$ cat config.mk
export PLATFORM = sky130hd
export DESIGN_NAME = dkc_ctrl
export DESIGN_NICKNAME = d
export VERILOG_FILES = /design/src/dkc_pkg.sv /design/src/dkc_ctrl.sv
export VERILOG_INCLUDE_DIRS = /design/src
export SDC_FILE = /design/constraint.sdc
export NUM_CORES = 1
export LEC_CHECK = 0
export BUFFER_PORTS_ARGS = -buffer_cell sky130_fd_sc_hd__clkbuf_2
export CAP_MARGIN = 20
export CORE_MARGIN = 1
export CORE_UTILIZATION = 30
export CTS_CLUSTER_SIZE = 40
export DETAILED_ROUTE_END_ITERATION = 8
export GPL_TIMING_DRIVEN = 1
export PLACE_DENSITY = 0.48
export SLEW_MARGIN = 0
export SYNTH_ARGS = -nofsm -noshare
export SYNTH_HDL_FRONTEND = slang
export SYNTH_SLANG_ARGS = --single-unit
$ cat constraint.sdc
create_clock -name i_clk -period 2.2 [get_ports i_clk]
set_clock_uncertainty 0.1 [all_clocks]
set_input_delay 0.33 -clock i_clk [delete_from_list [all_inputs] [get_ports i_clk]]
set_output_delay 0.33 -clock i_clk [all_outputs]
set_load 0.1 [all_outputs]
$ cat src/dkc_defines.svh
// Purpose: Timing and width constants for the 4K x 1 DRAM pin controller
// Assumes: 100 MHz system clock, 10 ns period
// Notes:   Cycle counts derive from ns figures; least times round up
`ifndef DKC_DEFINES_SVH
`define DKC_DEFINES_SVH

`define DKC_CLK_NS          10
`define DKC_ADDR_W          12
`define DKC_ROW_W           6
// Least chip-enable high time, read or write (ns)
`define DKC_CEH_NS          300
// Least chip-enable high time, read-modify-write (ns)
`define DKC_CEH_RMW_NS      540
// Longest chip-enable high time (ns)
`define DKC_CEH_MAX_NS      4000
// Least chip-enable low time (ns)
`define DKC_CEL_NS          130
// Least write pulse width (ns)
`define DKC_WR_NS           200
// Read access time after chip-enable rise; the pin is sampled one clock later (ns)
`define DKC_ACC_NS          280
// Refresh window (ms), and 64 rows to cover
`define DKC_REF_MS          2
`define DKC_ROWS            64
`define DKC_CEIL(ns)        (((ns) + `DKC_CLK_NS - 1) / `DKC_CLK_NS)
`define DKC_CEH_CYC         `DKC_CEIL(`DKC_CEH_NS)
`define DKC_CEH_RMW_CYC     `DKC_CEIL(`DKC_CEH_RMW_NS)
`define DKC_CEL_CYC         `DKC_CEIL(`DKC_CEL_NS)
`define DKC_WR_CYC          `DKC_CEIL(`DKC_WR_NS)
`define DKC_ACC_CYC         `DKC_CEIL(`DKC_ACC_NS)
// Refresh interval per row, rounded down (window / rows)
`define DKC_REF_INT_CYC     ((`DKC_REF_MS * 1000000) / `DKC_CLK_NS / `DKC_ROWS)

`endif

$ cat src/dkc_pkg.sv
// Purpose: Types for the 4K x 1 DRAM pin controller
// Assumes: Used with dkc_defines.svh
// Notes:   Operation codes on the user request port
package dkc_pkg;
    typedef enum logic [1:0] {
        DKC_OP_READ  = 2'h0,
        DKC_OP_WRITE = 2'h1,
        DKC_OP_RMW   = 2'h2
    } dkc_op_t;
endpackage

$ cat src/dkc_ctrl.sv
// Purpose: Host controller driving a 4K x 1 dynamic RAM through its pins
// Assumes: Device pins are plain levels; read data passes a synchroniser
// Notes:   One access or one refresh per chip-enable pulse
`timescale 1ns/1ps
`include "dkc_defines.svh"

module dkc_ctrl #(
    parameter int REF_INT_CYC = `DKC_REF_INT_CYC  // Cycles between refreshes
) (
    input  wire logic                     i_clk,       // System clock
    input  wire logic                     i_rst,       // Sync reset, high
    input  wire logic                     i_req_valid, // Access request
    output logic                          o_req_ready, // Request taken
    input  wire dkc_pkg::dkc_op_t         i_req_op,    // Read/write/RMW
    input  wire logic [`DKC_ADDR_W-1:0]   i_req_addr,  // Cell address
    input  wire logic                     i_req_wdata, // Bit to write
    output logic                          o_rsp_valid, // Read data pulse
    output logic                          o_rsp_rdata, // True read bit
    output logic                          o_chip_en,   // Chip-enable pin
    output logic                          o_sel_n,     // Select, active low
    output logic                          o_rd_wr_n,   // High read, low write
    output logic [`DKC_ADDR_W-1:0]        o_cell_address_lines, // Address
    output logic                          o_write_data_in,  // Write data pin
    input  wire logic                     i_data_out   // Device data output
);
    import dkc_pkg::*;

    typedef enum logic [2:0] {
        DKC_IDLE, DKC_SETUP, DKC_HIGH, DKC_LOW
    } dkc_state_t;

    localparam int CNT_W = 10;
    localparam logic [CNT_W-1:0] CEH_CYC  = CNT_W'(`DKC_CEH_CYC);
    localparam logic [CNT_W-1:0] CEHR_CYC = CNT_W'(`DKC_CEH_RMW_CYC);
    localparam logic [CNT_W-1:0] CEL_CYC  = CNT_W'(`DKC_CEL_CYC);
    localparam logic [CNT_W-1:0] WR_CYC   = CNT_W'(`DKC_WR_CYC);
    localparam logic [CNT_W-1:0] ACC_CYC  = CNT_W'(`DKC_ACC_CYC);
    localparam int RC_W = $clog2(REF_INT_CYC + 1);

    dkc_state_t              state_r, state_nxt;
    logic [CNT_W-1:0]        cnt_r, cnt_nxt;
    logic [RC_W-1:0]         ref_cnt_r;
    logic                    ref_due_r;
    logic [`DKC_ROW_W-1:0]   row_r;
    logic                    is_ref_r;
    dkc_op_t                 op_r;
    logic                    din_s1_r, din_s2_r;
    logic                    rdata_r, rsp_valid_r;
    logic                    sample_d_r;

    // Decode of the current cycle phase
    wire ref_tick   = (ref_cnt_r == RC_W'(REF_INT_CYC - 1));
    wire take_ref   = (state_r == DKC_IDLE) && ref_due_r;
    wire take_req   = (state_r == DKC_IDLE) && !ref_due_r && i_req_valid;
    wire is_wr_op   = (op_r == DKC_OP_WRITE);
    wire is_rmw_op  = (op_r == DKC_OP_RMW);
    wire [CNT_W-1:0] ceh_len = is_rmw_op ? CEHR_CYC : CEH_CYC;
    // RMW reads first, then drops read/write for the write pulse
    wire wr_phase   = !is_ref_r && (is_wr_op ||
                      (is_rmw_op && cnt_r >= ACC_CYC + 1'b1));
    // Arm at count ACC_CYC + 1 of a read or RMW; a plain read has no later high cycle
    wire sample_rd  = (state_r == DKC_HIGH) && !is_ref_r &&
                      !is_wr_op && (cnt_r == ACC_CYC + 1'b1);
    wire high_done  = (state_r == DKC_HIGH) && (cnt_r == ceh_len - 1'b1);
    wire low_done   = (state_r == DKC_LOW) && (cnt_r == CEL_CYC - 1'b1);

    assign o_req_ready = take_req;
    assign o_rsp_valid = rsp_valid_r;
    assign o_rsp_rdata = rdata_r;

    // Next-state logic for one chip-enable cycle
    always_comb begin
        state_nxt = state_r;
        cnt_nxt   = cnt_r + 1'b1;
        unique case (state_r)
            DKC_IDLE: begin
                cnt_nxt = '0;
                if (take_ref || take_req) begin
                    state_nxt = DKC_SETUP;
                end
            end
            DKC_SETUP: begin
                // Address and select settle a cycle before the rise
                cnt_nxt   = '0;
                state_nxt = DKC_HIGH;
            end
            DKC_HIGH: begin
                if (high_done) begin
                    cnt_nxt   = '0;
                    state_nxt = DKC_LOW;
                end
            end
            DKC_LOW: begin
                // Precharge time before the next cycle
                if (low_done) begin
                    state_nxt = DKC_IDLE;
                end
            end
        endcase
    end

    // State and counter
    always_ff @(posedge i_clk) begin
        if (i_rst) begin
            state_r <= DKC_IDLE;
            cnt_r   <= '0;
        end else begin
            state_r <= state_nxt;
            cnt_r   <= cnt_nxt;
        end
    end

    // Refresh timer; a due flag defers refresh past an active access
    always_ff @(posedge i_clk) begin
        if (i_rst) begin
            ref_cnt_r <= '0;
            ref_due_r <= 1'b0;
        end else begin
            ref_cnt_r <= ref_tick ? '0 : ref_cnt_r + 1'b1;
            if (ref_tick) begin
                ref_due_r <= 1'b1;
            end else if (take_ref) begin
                ref_due_r <= 1'b0;
            end
        end
    end

    // Row counter steps once per refresh cycle
    always_ff @(posedge i_clk) begin
        if (i_rst) begin
            row_r <= '0;
        end else if (take_ref) begin
            row_r <= row_r + 1'b1;
        end
    end

    // Pin registers, loaded at cycle start; address and write data held till next, select raised in idle
    always_ff @(posedge i_clk) begin
        if (i_rst) begin
            is_ref_r             <= 1'b0;
            op_r                 <= DKC_OP_READ;
            o_cell_address_lines <= '0;
            o_write_data_in      <= 1'b0;
            o_sel_n              <= 1'b1;
        end else if (take_ref) begin
            is_ref_r             <= 1'b1;
            op_r                 <= DKC_OP_READ;
            // Column bits are don't-care; zero keeps them quiet
            o_cell_address_lines <= {{(`DKC_ADDR_W-`DKC_ROW_W){1'b0}},
                                     row_r};
            o_sel_n              <= 1'b1;
        end else if (take_req) begin
            is_ref_r             <= 1'b0;
            op_r                 <= i_req_op;
            o_cell_address_lines <= i_req_addr;
            o_write_data_in      <= i_req_wdata;
            o_sel_n              <= 1'b0;
        end else if (state_r == DKC_IDLE) begin
            o_sel_n              <= 1'b1;  // Deselect between cycles
        end
    end

    // Chip-enable and read/write pins; write pulse ends with enable
    always_ff @(posedge i_clk) begin
        if (i_rst) begin
            o_chip_en <= 1'b0;
            o_rd_wr_n <= 1'b1;
        end else begin
            o_chip_en <= (state_nxt == DKC_HIGH);
            o_rd_wr_n <= !((state_nxt == DKC_HIGH) &&
                           (state_r == DKC_HIGH) && wr_phase);
        end
    end

    // Two-flop synchroniser on the device output
    always_ff @(posedge i_clk) begin
        if (i_rst) begin
            din_s1_r <= 1'b0;
            din_s2_r <= 1'b0;
        end else begin
            din_s1_r <= i_data_out;
            din_s2_r <= din_s1_r;
        end
    end

    // Take the bit one cycle after arming: the synchroniser then shows
    // the pin as it stood 290 ns after the rise, chip-enable still high.
    // Device returns data inverted
    always_ff @(posedge i_clk) begin
        if (i_rst) begin
            sample_d_r  <= 1'b0;
            rdata_r     <= 1'b0;
            rsp_valid_r <= 1'b0;
        end else begin
            sample_d_r  <= sample_rd;
            rsp_valid_r <= sample_d_r;
            if (sample_d_r) begin
                rdata_r <= !din_s2_r;
            end
        end
    end
endmodule

==> results of run 1 <==
-- synth_stat cells, drive strengths merged (4+ instances only) --
cell,n,share of area
a21oi,11,0.022
and3,5,0.013
buf,8,0.025
clkbuf,6,0.0090
dfxtp,56,0.45
ha,7,0.035
inv,12,0.018
mux2i,11,0.044
nand2,12,0.018
nand2b,7,0.017
nand3,13,0.026
nand4,4,0.010
nor2,63,0.10
nor2b,4,0.010
nor3,6,0.012
xnor2,9,0.032
xor2,13,0.046
-- cell type report --
cell class | instances | area share
clock buffer | 5 | 0.0237
tap | 102 | 0.0440
clock inverter | 3 | 0.00776
inverter | 12 | 0.0155
multi-input combinational | 198 | 0.431
timing repair buffer | 46 | 0.0922
sequential | 56 | 0.386
-- worst min-delay path by stage --
stage                        to  startpoint  slack (ps)
global placement    o_rsp_rdata    din_s2_r         310
floorplan           o_rsp_rdata    din_s2_r         290
global route           din_s1_r  i_data_out         120
detailed placement  o_rsp_rdata    din_s2_r         310
CTS                    din_s1_r  i_data_out         120
finish                 din_s1_r  i_data_out         130
-- power breakdown --
part | switching (W) | internal (W)
clock network | 0.000338 | 0.000229
registers | 0.0000309 | 0.00105
logic | 0.000322 | 0.000123
-- critical path, stage by stage (launching register included) --
cell	delay [ps]
dfxtp_1	410
or3_4	450
nor3b_4	250
buf_12	210
-- per-stage QoR --
| stage | cell area, µm² | hold slack, ps | power (W) | worst slack, ps | cells |
|---|---|---|---|---|---|
| 4_1_cts | 2900 | 123 | 0.00215 | 105 | 422 |
| 6_report | 2900 | 134 | 0.00210 | 141 | 422 |
| 2_1_floorplan | 2500 | 293 | 0.00147 | 261 | 280 |
| 3_5_place_dp | 2800 | 308 | 0.00156 | 199 | 413 |
| 5_1_grt | 2900 | 115 | 0.00221 | 51.9 | 422 |
| 3_3_place_gp | 2800 | 310 | 0.00155 | 302 | 413 |
-- flip-flops by register name, summed over array words and instances (netlist names), 2 cells and up --
signal and cells:
cnt_r 10, o_cell_address_lines 12, op_r 2, ref_cnt_r 12, row_r 6, state_r 3
-- layer usage --
metal / part of all wire / vias up
met3: 0.043 / 2
met4: 0.0057 / 0
met1: 0.49 / 862
li1: - / 1019
met5: 0 / -
met2: 0.46 / 38
-- timing repair --
item,in CTS,in global routing
endpoints found under the hold margin,0,0
buffers inserted,1,0
setup endpoints to repair,1,0
-- cell families (layout without fill, tap and decap cells) --
logic type                 after synthesis  after routing  share of synthesized area
buffers and inverters                   26             66                     0.0525
AOI/OAI and AO/OA                       30             30                     0.0830
adders and majority gates                7              7                     0.0350
and+or+nand+nor                        128            128                      0.260
xor gates and xnor gates                22             22                     0.0770
muxes                                   11             11                     0.0440
DFF                                     56             56                      0.448
==> metrics.md, run 1 <==
| Metric | Value |
|---|---|
| Worst EP required | `1770 ps` |
| Post-Syn Area | `0.00250 mm²` |
| Pin count of the biggest net entering global routing | `19` |
| Post-route clock period utilization | `0.936` |
| Placeable core area | `0.00789 mm²` |
| Vias in the first global route | `1829` |
| P&R area growth vs syn | `16.0%` |
| Clk root buf | `clkbuf_8` |
| GRT Total Usage | `0.117` |
| FF-to-FF Start | `state_r[1]` |
| Post-DP HPWL | `3.49 mm` |
| Max Cap Viol | `0` |
| TritonCTS Sinks | `56` |
| Port Buffers | `37` |
| Worst rel slew slack | `0.635` |
| Max IR drop VDD | `0.000324 V` |
| Chip Width | `93.3 µm` |
| Worst min path class | `primary input to register` |
| Synthesized Nets | `306` |
| Reg2reg setup slack | `260 ps` |
| Most frequent cells in the layout | `nor2_1, dfxtp_1, clkbuf_2` |
| Hold depth | `2` |
| Critical path type | `register to output pin` |
| Worst setup endpoint | `o_req_ready` |
| Global Route met3 Usage | `0.0317` |
| Post-synth EDFFs | `0` |
| Die area | `0.00871 mm²` |
| Total grt overflow | `0` |
| Worst-case reg-to-reg path depth | `6` |
| GR peak layer | `met2` |
| Routed vias/inst | `4.55` |
| FFs w/ async S/R, synth | `0` |
| Final Hold Fails | `0` |
| Worst-margin pin slew | `550 ps` |
| Clock period minus worst slack | `2060 ps` |
| Initial antenna violation count | `0` |
| FF-to-FF End | `o_cell_address_lines[6]` |
| Setup violations, final | `0` |
| Via count | `1921` |
| Post-synthesis cell count | `280` |
| TritonCTS clock tree | `done` |
| Post-CTS Resized | `0` |
| Post-route ant nets | `0` |
| Average cell area after synthesis | `8.94 µm²` |
| Wirelength per Cell | `11.3 µm` |
| Initial Util | `0.317` |
| Crit. End Element | `output pin` |
| Crit path launch type | `register` |
| RSZ-0062 raised after global routing | `false` |
| Clock Latency Late Sink | `300 ps` |
| Share of layout cells above drive strength 1 | `0.213` |
| Final nets | `345` |
| Leakage | `1.17 nW` |
| Fillers | `843` |
| Crit. Startpoint | `state_r[1]` |
| Sequential area share after synthesis | `0.448` |
| Reg clk slew, reported paths | `100 ps` |
| Max Slew Vio Count | `0` |
| Post-CTS Hold Fix Bufs | `0` |
| Die Y | `93.3 µm` |
| Cell variety after synth | `41` |
| Critical path peak fanout | `9` |
| Global-route wire length before repair | `8.16 mm` |
| Clock Path Buffers | `2` |
| Setup_tns | `0 ps` |
| Diode count | `0` |
| Wirelength, routed | `4.78 mm` |
| Ports | `38` |
| Status | `finished clean` |
| Yosys warns | `0` |
| Top_reg_cell synth | `dfxtp_1` |
| Max Freq | `486 MHz` |
| Layout Utilization | `0.368` |
| Gpl congestion | `0.716` |
| Post-synthesis register bit count | `56` |
| Flip-flop and latch area | `0.00112 mm²` |
| CTS H-tree lvls | `2` |
| First-pass DRT Iterations | `4` |
| Routing usage on met2 | `0.198` |
| # DRC | `0` |
| Pwr dens | `722 mW/mm²` |
| Detailed Route Iter0 Violations | `53` |
| Rows | `32` |
| Arrival @ worst endpoint | `1630 ps` |
| Multi-input logic area | `0.00125 mm²` |
| Met1 Usage GRT | `0.145` |
| CTS Buf Count | `5` |
Power figures use the tool's default switching activity.
==> inputs of run 2 (changes only) <==
PLACE_DENSITY = 0.5   (was 0.48)
clock period = 1.85 ns   (was 2.2 ns; I/O delays follow)
==> run 2 against run 1 <==
Net effect:
- the run now ends with setup timing left
- clock-buffer cell count up 2
- setup slack worse by 200 ps
- flip-flop and latch count unchanged
- largest power group unchanged
==> metrics.md, run 2 (synthesized netlist as in run 1, its figures left out) <==
| Metric | Value |
|---|---|
| CTS Buf Count | `5` |
| Crit. End Element | `output pin` |
| Arrival @ worst endpoint | `1540 ps` |
| Hold depth | `2` |
| TritonCTS clock tree | `done` |
| Die area | `0.00871 mm²` |
| Pwr dens | `852 mW/mm²` |
| Detailed Route Iter0 Violations | `112` |
| TritonCTS Sinks | `56` |
| FF-to-FF Start | `state_r[1]` |
| Worst rel slew slack | `0.640` |
| Worst-margin pin slew | `542 ps` |
| Most frequent CP cell | `buf_12` |
| Worst EP required | `1470 ps` |
| Post-route insts no fill | `428` |
| Worst min path class | `primary input to register` |
| Ports | `38` |
| Post-route clock period utilization | `1.03` |
| Initial antenna violation count | `0` |
| Max Slew Vio Count | `0` |
| FF-to-FF End | `o_cell_address_lines[7]` |
| Clock period minus worst slack | `1910 ps` |
| Worst path bufs/invs | `2` |
| Layout Utilization | `0.376` |
| Wirelength, routed | `4.88 mm` |
| RSZ-0062 raised after global routing | `true` |
| Status | `finished, violations left` |
| Post-DP HPWL | `3.50 mm` |
| Max Freq | `523 MHz` |
| Reg clk slew, reported paths | `90 ps` |
| Share of layout cells above drive strength 1 | `0.230` |
| P&R area growth vs syn | `18.6%` |
| Max Cap Viol | `0` |
| Total grt overflow | `0` |
| Final nets | `351` |
| # DRC | `0` |
| Critical-path cell list | `or3_4 -> nor3b_4 -> buf_12 -> buf_12` |
| Clk root buf | `clkbuf_8` |
| Via count | `1954` |
| Clock Latency Late Sink | `310 ps` |
| Clock Path Buffers | `2` |
| Dpl cells | `418` |
| Placeable core area | `0.00789 mm²` |
| Initial Util | `0.317` |
| Setup violations, final | `1` |
| CP max-delay cell | `or3_4` |
| Multi-input logic area | `0.00125 mm²` |
| Pre-CTS setup slack | `158 ps` |
| Routed vias/inst | `4.57` |
| Post-route ant nets | `0` |
| First-pass DRT Iterations | `4` |
| Fillers | `819` |
| Critical path type | `register to output pin` |
| Most common cell after layout, fill and taps aside | `nor2_1` |
| Reg2reg setup slack | `80 ps` |
| Die Y | `93.3 µm` |
| Hold endpoint | `din_s1_r` |
| Chip Width | `93.3 µm` |
| Failing checks | `setup timing` |
| Top cell family by delay on the critical path | `simple AND/OR/NAND/NOR gates` |
| Port Buffers | `37` |
| Global-route wire length before repair | `8.16 mm` |
| Crit. Startpoint | `state_r[1]` |
| Leakage | `1.20 nW` |
| Crit path launch type | `register` |
| Worst setup margin | `-63.0 ps` |
| Final Hold Fails | `0` |
| Gpl congestion | `0.730` |
| Worst hold start | `i_data_out` |
| Diode count | `0` |
| Biggest regs | `o_cell_address_lines: 12 flops, ref_cnt_r: 12 flops, cnt_r: 10 flops` |
| Wirelength per Cell | `11.4 µm` |
| Rows | `32` |
| Critical path peak fanout | `2` |
| GRT Total Usage | `0.119` |
| Flip-flop and latch area | `0.00112 mm²` |
| Pin count of the biggest net entering global routing | `17` |
| CTS H-tree lvls | `2` |
| Max IR drop VDD | `0.000324 V` |
| Setup_tns | `-63.0 ps` |
| CP max stage delay | `400 ps` |
| Worst-case reg-to-reg path depth | `6` |
| Most frequent cells in the layout | `nor2_1, dfxtp_1, clkbuf_2` |
| Vias in the first global route | `1783` |
==> run 2: report_power, final <==
group / total (W) / leakage (nW) / switching, W / internal, W
clock: 0.000689 / 0.0445 / 0.000384 / 0.000305
combinational: 0.000556 / 0.697 / 0.000394 / 0.000163
sequential: 0.00128 / 0.456 / 0.0000306 / 0.00125
==> run 2: how the worst max path moves through the flow <==
stage                                     endpoint  slack, ps  cells past startpoint
final                                  o_req_ready        -60                      4
after global placement                 o_req_ready        170                      4
after global routing                   o_req_ready       -120                      4
after floorplan           o_cell_address_lines[10]        -20                      7
after detailed placement               o_req_ready        160                      4
after CTS                              o_req_ready       -100                      4
==> run 2: area by class of cell <==
type,instances,area share
Inverter,12,0.0152
Tap cell,102,0.0430
Clock buffer,7,0.0291
Clock inverter,1,0.00253
Multi-Input combinational cell,198,0.422
Sequential cell,56,0.378
Timing Repair Buffer,52,0.110
==> run 2: per-layer routing <==
metal,vias to the layer above,GRT usage,routed length (µm),share of wire
met5,-,0,0,0
met4,0,0.0423,72,0.015
met3,6,0.0252,214,0.044
met2,45,0.190,2140,0.44
met1,871,0.157,2450,0.50
li1,1032,-,-,-
==> run 2: what timing repair did <==
| item | in CTS | in global routing |
|---|---|---|
| hold buffers | 0 | 0 |
| endpoints found under the setup margin | 1 | 6 |
| resized for setup | 0 | 2 |
| setup buffers | 2 | 0 |
| pin swaps | 2 | 2 |
==> run 2: per-stage QoR <==
step                total power (W)  area [µm²]  hold slack (ps)
detailed placement          0.00186        2850              302
finish                      0.00253        2970             86.6
global placement            0.00186        2850              297
CTS                         0.00257        2960             82.4
global route                0.00266        2970             77.3
floorplan                   0.00176        2510              293
==> inputs of run 3 (changes only) <==
PLACE_DENSITY = 0.48   (was 0.5)
clock period = 1.8 ns   (was 1.85 ns; I/O delays follow)
==> run 3 against run 2 <==
Net effect:
- the flow still finishes with violations (setup timing)
- utilization rose by 0.98 points
- non-clock buffer count rose by 4
- sequential share of layout area fell by 0.92 points
- design area rose by 2.6%
- setup slack got worse by 49 ps
- final cell count rose by 0.70%
- clock power rose by 38%
- largest power group unchanged
==> metrics.md, run 3 (synthesized netlist as in run 1, its figures left out) <==
| Metric | Value |
|---|---|
| Status | `finished, violations left` |
| Failing checks | `setup timing` |
| Dpl cells | `422` |
| Die Y | `93.3 µm` |
| Worst hold start | `i_data_out` |
| Clock period minus worst slack | `1910 ps` |
| Global-route wire length before repair | `8.36 mm` |
| GRT Total Usage | `0.120` |
| Fillers | `806` |
| Placeable core area | `0.00789 mm²` |
| TritonCTS clock tree | `done` |
| Rows | `32` |
| Initial antenna violation count | `0` |
| Post-CTS Hold Fix Bufs | `0` |
| Routed vias/inst | `4.53` |
| Reg clk slew, reported paths | `90 ps` |
| P&R area growth vs syn | `21.7%` |
| Clock Latency Late Sink | `300 ps` |
| Setup violations, final | `1` |
| RSZ-0062 raised after global routing | `true` |
| Max IR drop VDD | `0.000311 V` |
| First-pass DRT Iterations | `4` |
| Chip Width | `93.3 µm` |
| Final Hold Fails | `0` |
| Pin count of the biggest net entering global routing | `17` |
| CTS Buf Count | `5` |
| Die area | `0.00871 mm²` |
| Share of layout cells above drive strength 1 | `0.252` |
| TritonCTS Sinks | `56` |
| Total grt overflow | `0` |
| Wirelength per Cell | `11.5 µm` |
| Most frequent cells in the layout | `nor2_1, dfxtp_1, clkbuf_2` |
| Port Buffers | `37` |
| Arrival @ worst endpoint | `1540 ps` |
| Biggest regs | `o_cell_address_lines: 12 flops, ref_cnt_r: 12 flops, cnt_r: 10 flops` |
| Critical path peak fanout | `2` |
| Worst EP required | `1430 ps` |
| Max Freq | `523 MHz` |
| Clk root buf | `clkbuf_8` |
| Final nets | `355` |
| Post-route insts no fill | `431` |
| Critical path type | `register to output pin` |
| Initial Util | `0.317` |
| Worst-margin pin slew | `546 ps` |
| Worst setup margin | `-112 ps` |
| Worst rel slew slack | `0.638` |
| Gpl congestion | `0.739` |
| FF-to-FF Start | `state_r[0]` |
| Max Slew Vio Count | `0` |
| Most common cell after layout, fill and taps aside | `nor2_1` |
| Max Cap Viol | `0` |
| Setup_tns | `-112 ps` |
| Pwr dens | `936 mW/mm²` |
| Diode count | `0` |
| Clock Path Buffers | `2` |
| Post-route clock period utilization | `1.06` |
| Vias in the first global route | `1772` |
| Ports | `38` |
| # DRC | `0` |
| Layout Utilization | `0.386` |
| Crit. Startpoint | `state_r[0]` |
| Via count | `1952` |
| Wirelength, routed | `4.94 mm` |
| Crit. End Element | `output pin` |
| Detailed Route Iter0 Violations | `75` |
| Post-DP HPWL | `3.54 mm` |
| Crit path launch type | `register` |
| Worst min path class | `primary input to register` |
| CTS H-tree lvls | `2` |
| Leakage | `1.24 nW` |
| Post-route ant nets | `0` |
[run 3: cell types whose count changed in the layout (fill, tap and decap cells not counted)]
cell and delta:
buf_4 +4, mux2i_1 -3, mux2i_2 +3, bufinv_16 +2
clkbuf_1 -1, clkbuf_8 -1, clkinvlp_4 -1, dfxtp_1 -1
dfxtp_2 +1
[run 3: worst max-delay path: stages (launching register included)]
cell and delay [ps]:
dfxtp_2 330, or3_4 400, nor3b_4 220, buf_12 130, buf_12 160
[run 3: timing repair]
action                                 in CTS  in global routing
gates resized for setup                     0                  6
pin swaps                                   2                  2
buffers inserted                            2                  0
endpoints found under the hold margin       0                  0
setup endpoints to repair                   1                 10
[run 3: per-stage QoR]
step / setup WS (ps) / power (W) / hold slack (ps) / instance area [µm²]
final: -112 / 0.00285 / 82.6 / 3050
after global routing: -177 / 0.00297 / 96.7 / 3050
after CTS: -145 / 0.00289 / 76.3 / 3030
after detailed placement: 114 / 0.00192 / 305 / 2880
after global placement: 138 / 0.00191 / 301 / 2880
after floorplan: -70.8 / 0.00181 / 293 / 2510
[run 3: cell type report]
cell class	count	area, µm²	share of cell area
clock buffers	5	68.8	0.0226
clock inverters	2	60.1	0.0197
inverters	12	45.0	0.0148
multi-input cells	198	1260	0.415
flip-flops and latches	56	1120	0.369
well taps	102	128	0.0419
repair buffers	56	355	0.117
[run 3: power by group]
group | internal, W | switching [W] | leakage (nW)
Clock | 0.000548 | 0.000403 | 0.0642
Sequential | 0.00129 | 0.0000314 | 0.457
Combinational | 0.000175 | 0.000406 | 0.715
[run 3: metal layers]
layer	part of all wire	global-route usage	vias to the layer above
met2	0.43	0.183	39
met1	0.51	0.166	871
li1	-	-	1036
met4	0.015	0.0423	0
met3	0.044	0.0276	6
met5	0	0	-
[run 3: path summary, 6_finish.rpt]
path / end / slack, ps / cells after the start
min: din_s1_r / 80 / 2
max: o_req_ready / -110 / 4
min reg2reg: o_rsp_rdata / 320 / 1
max reg2reg: o_cell_address_lines[8] / 10 / 6
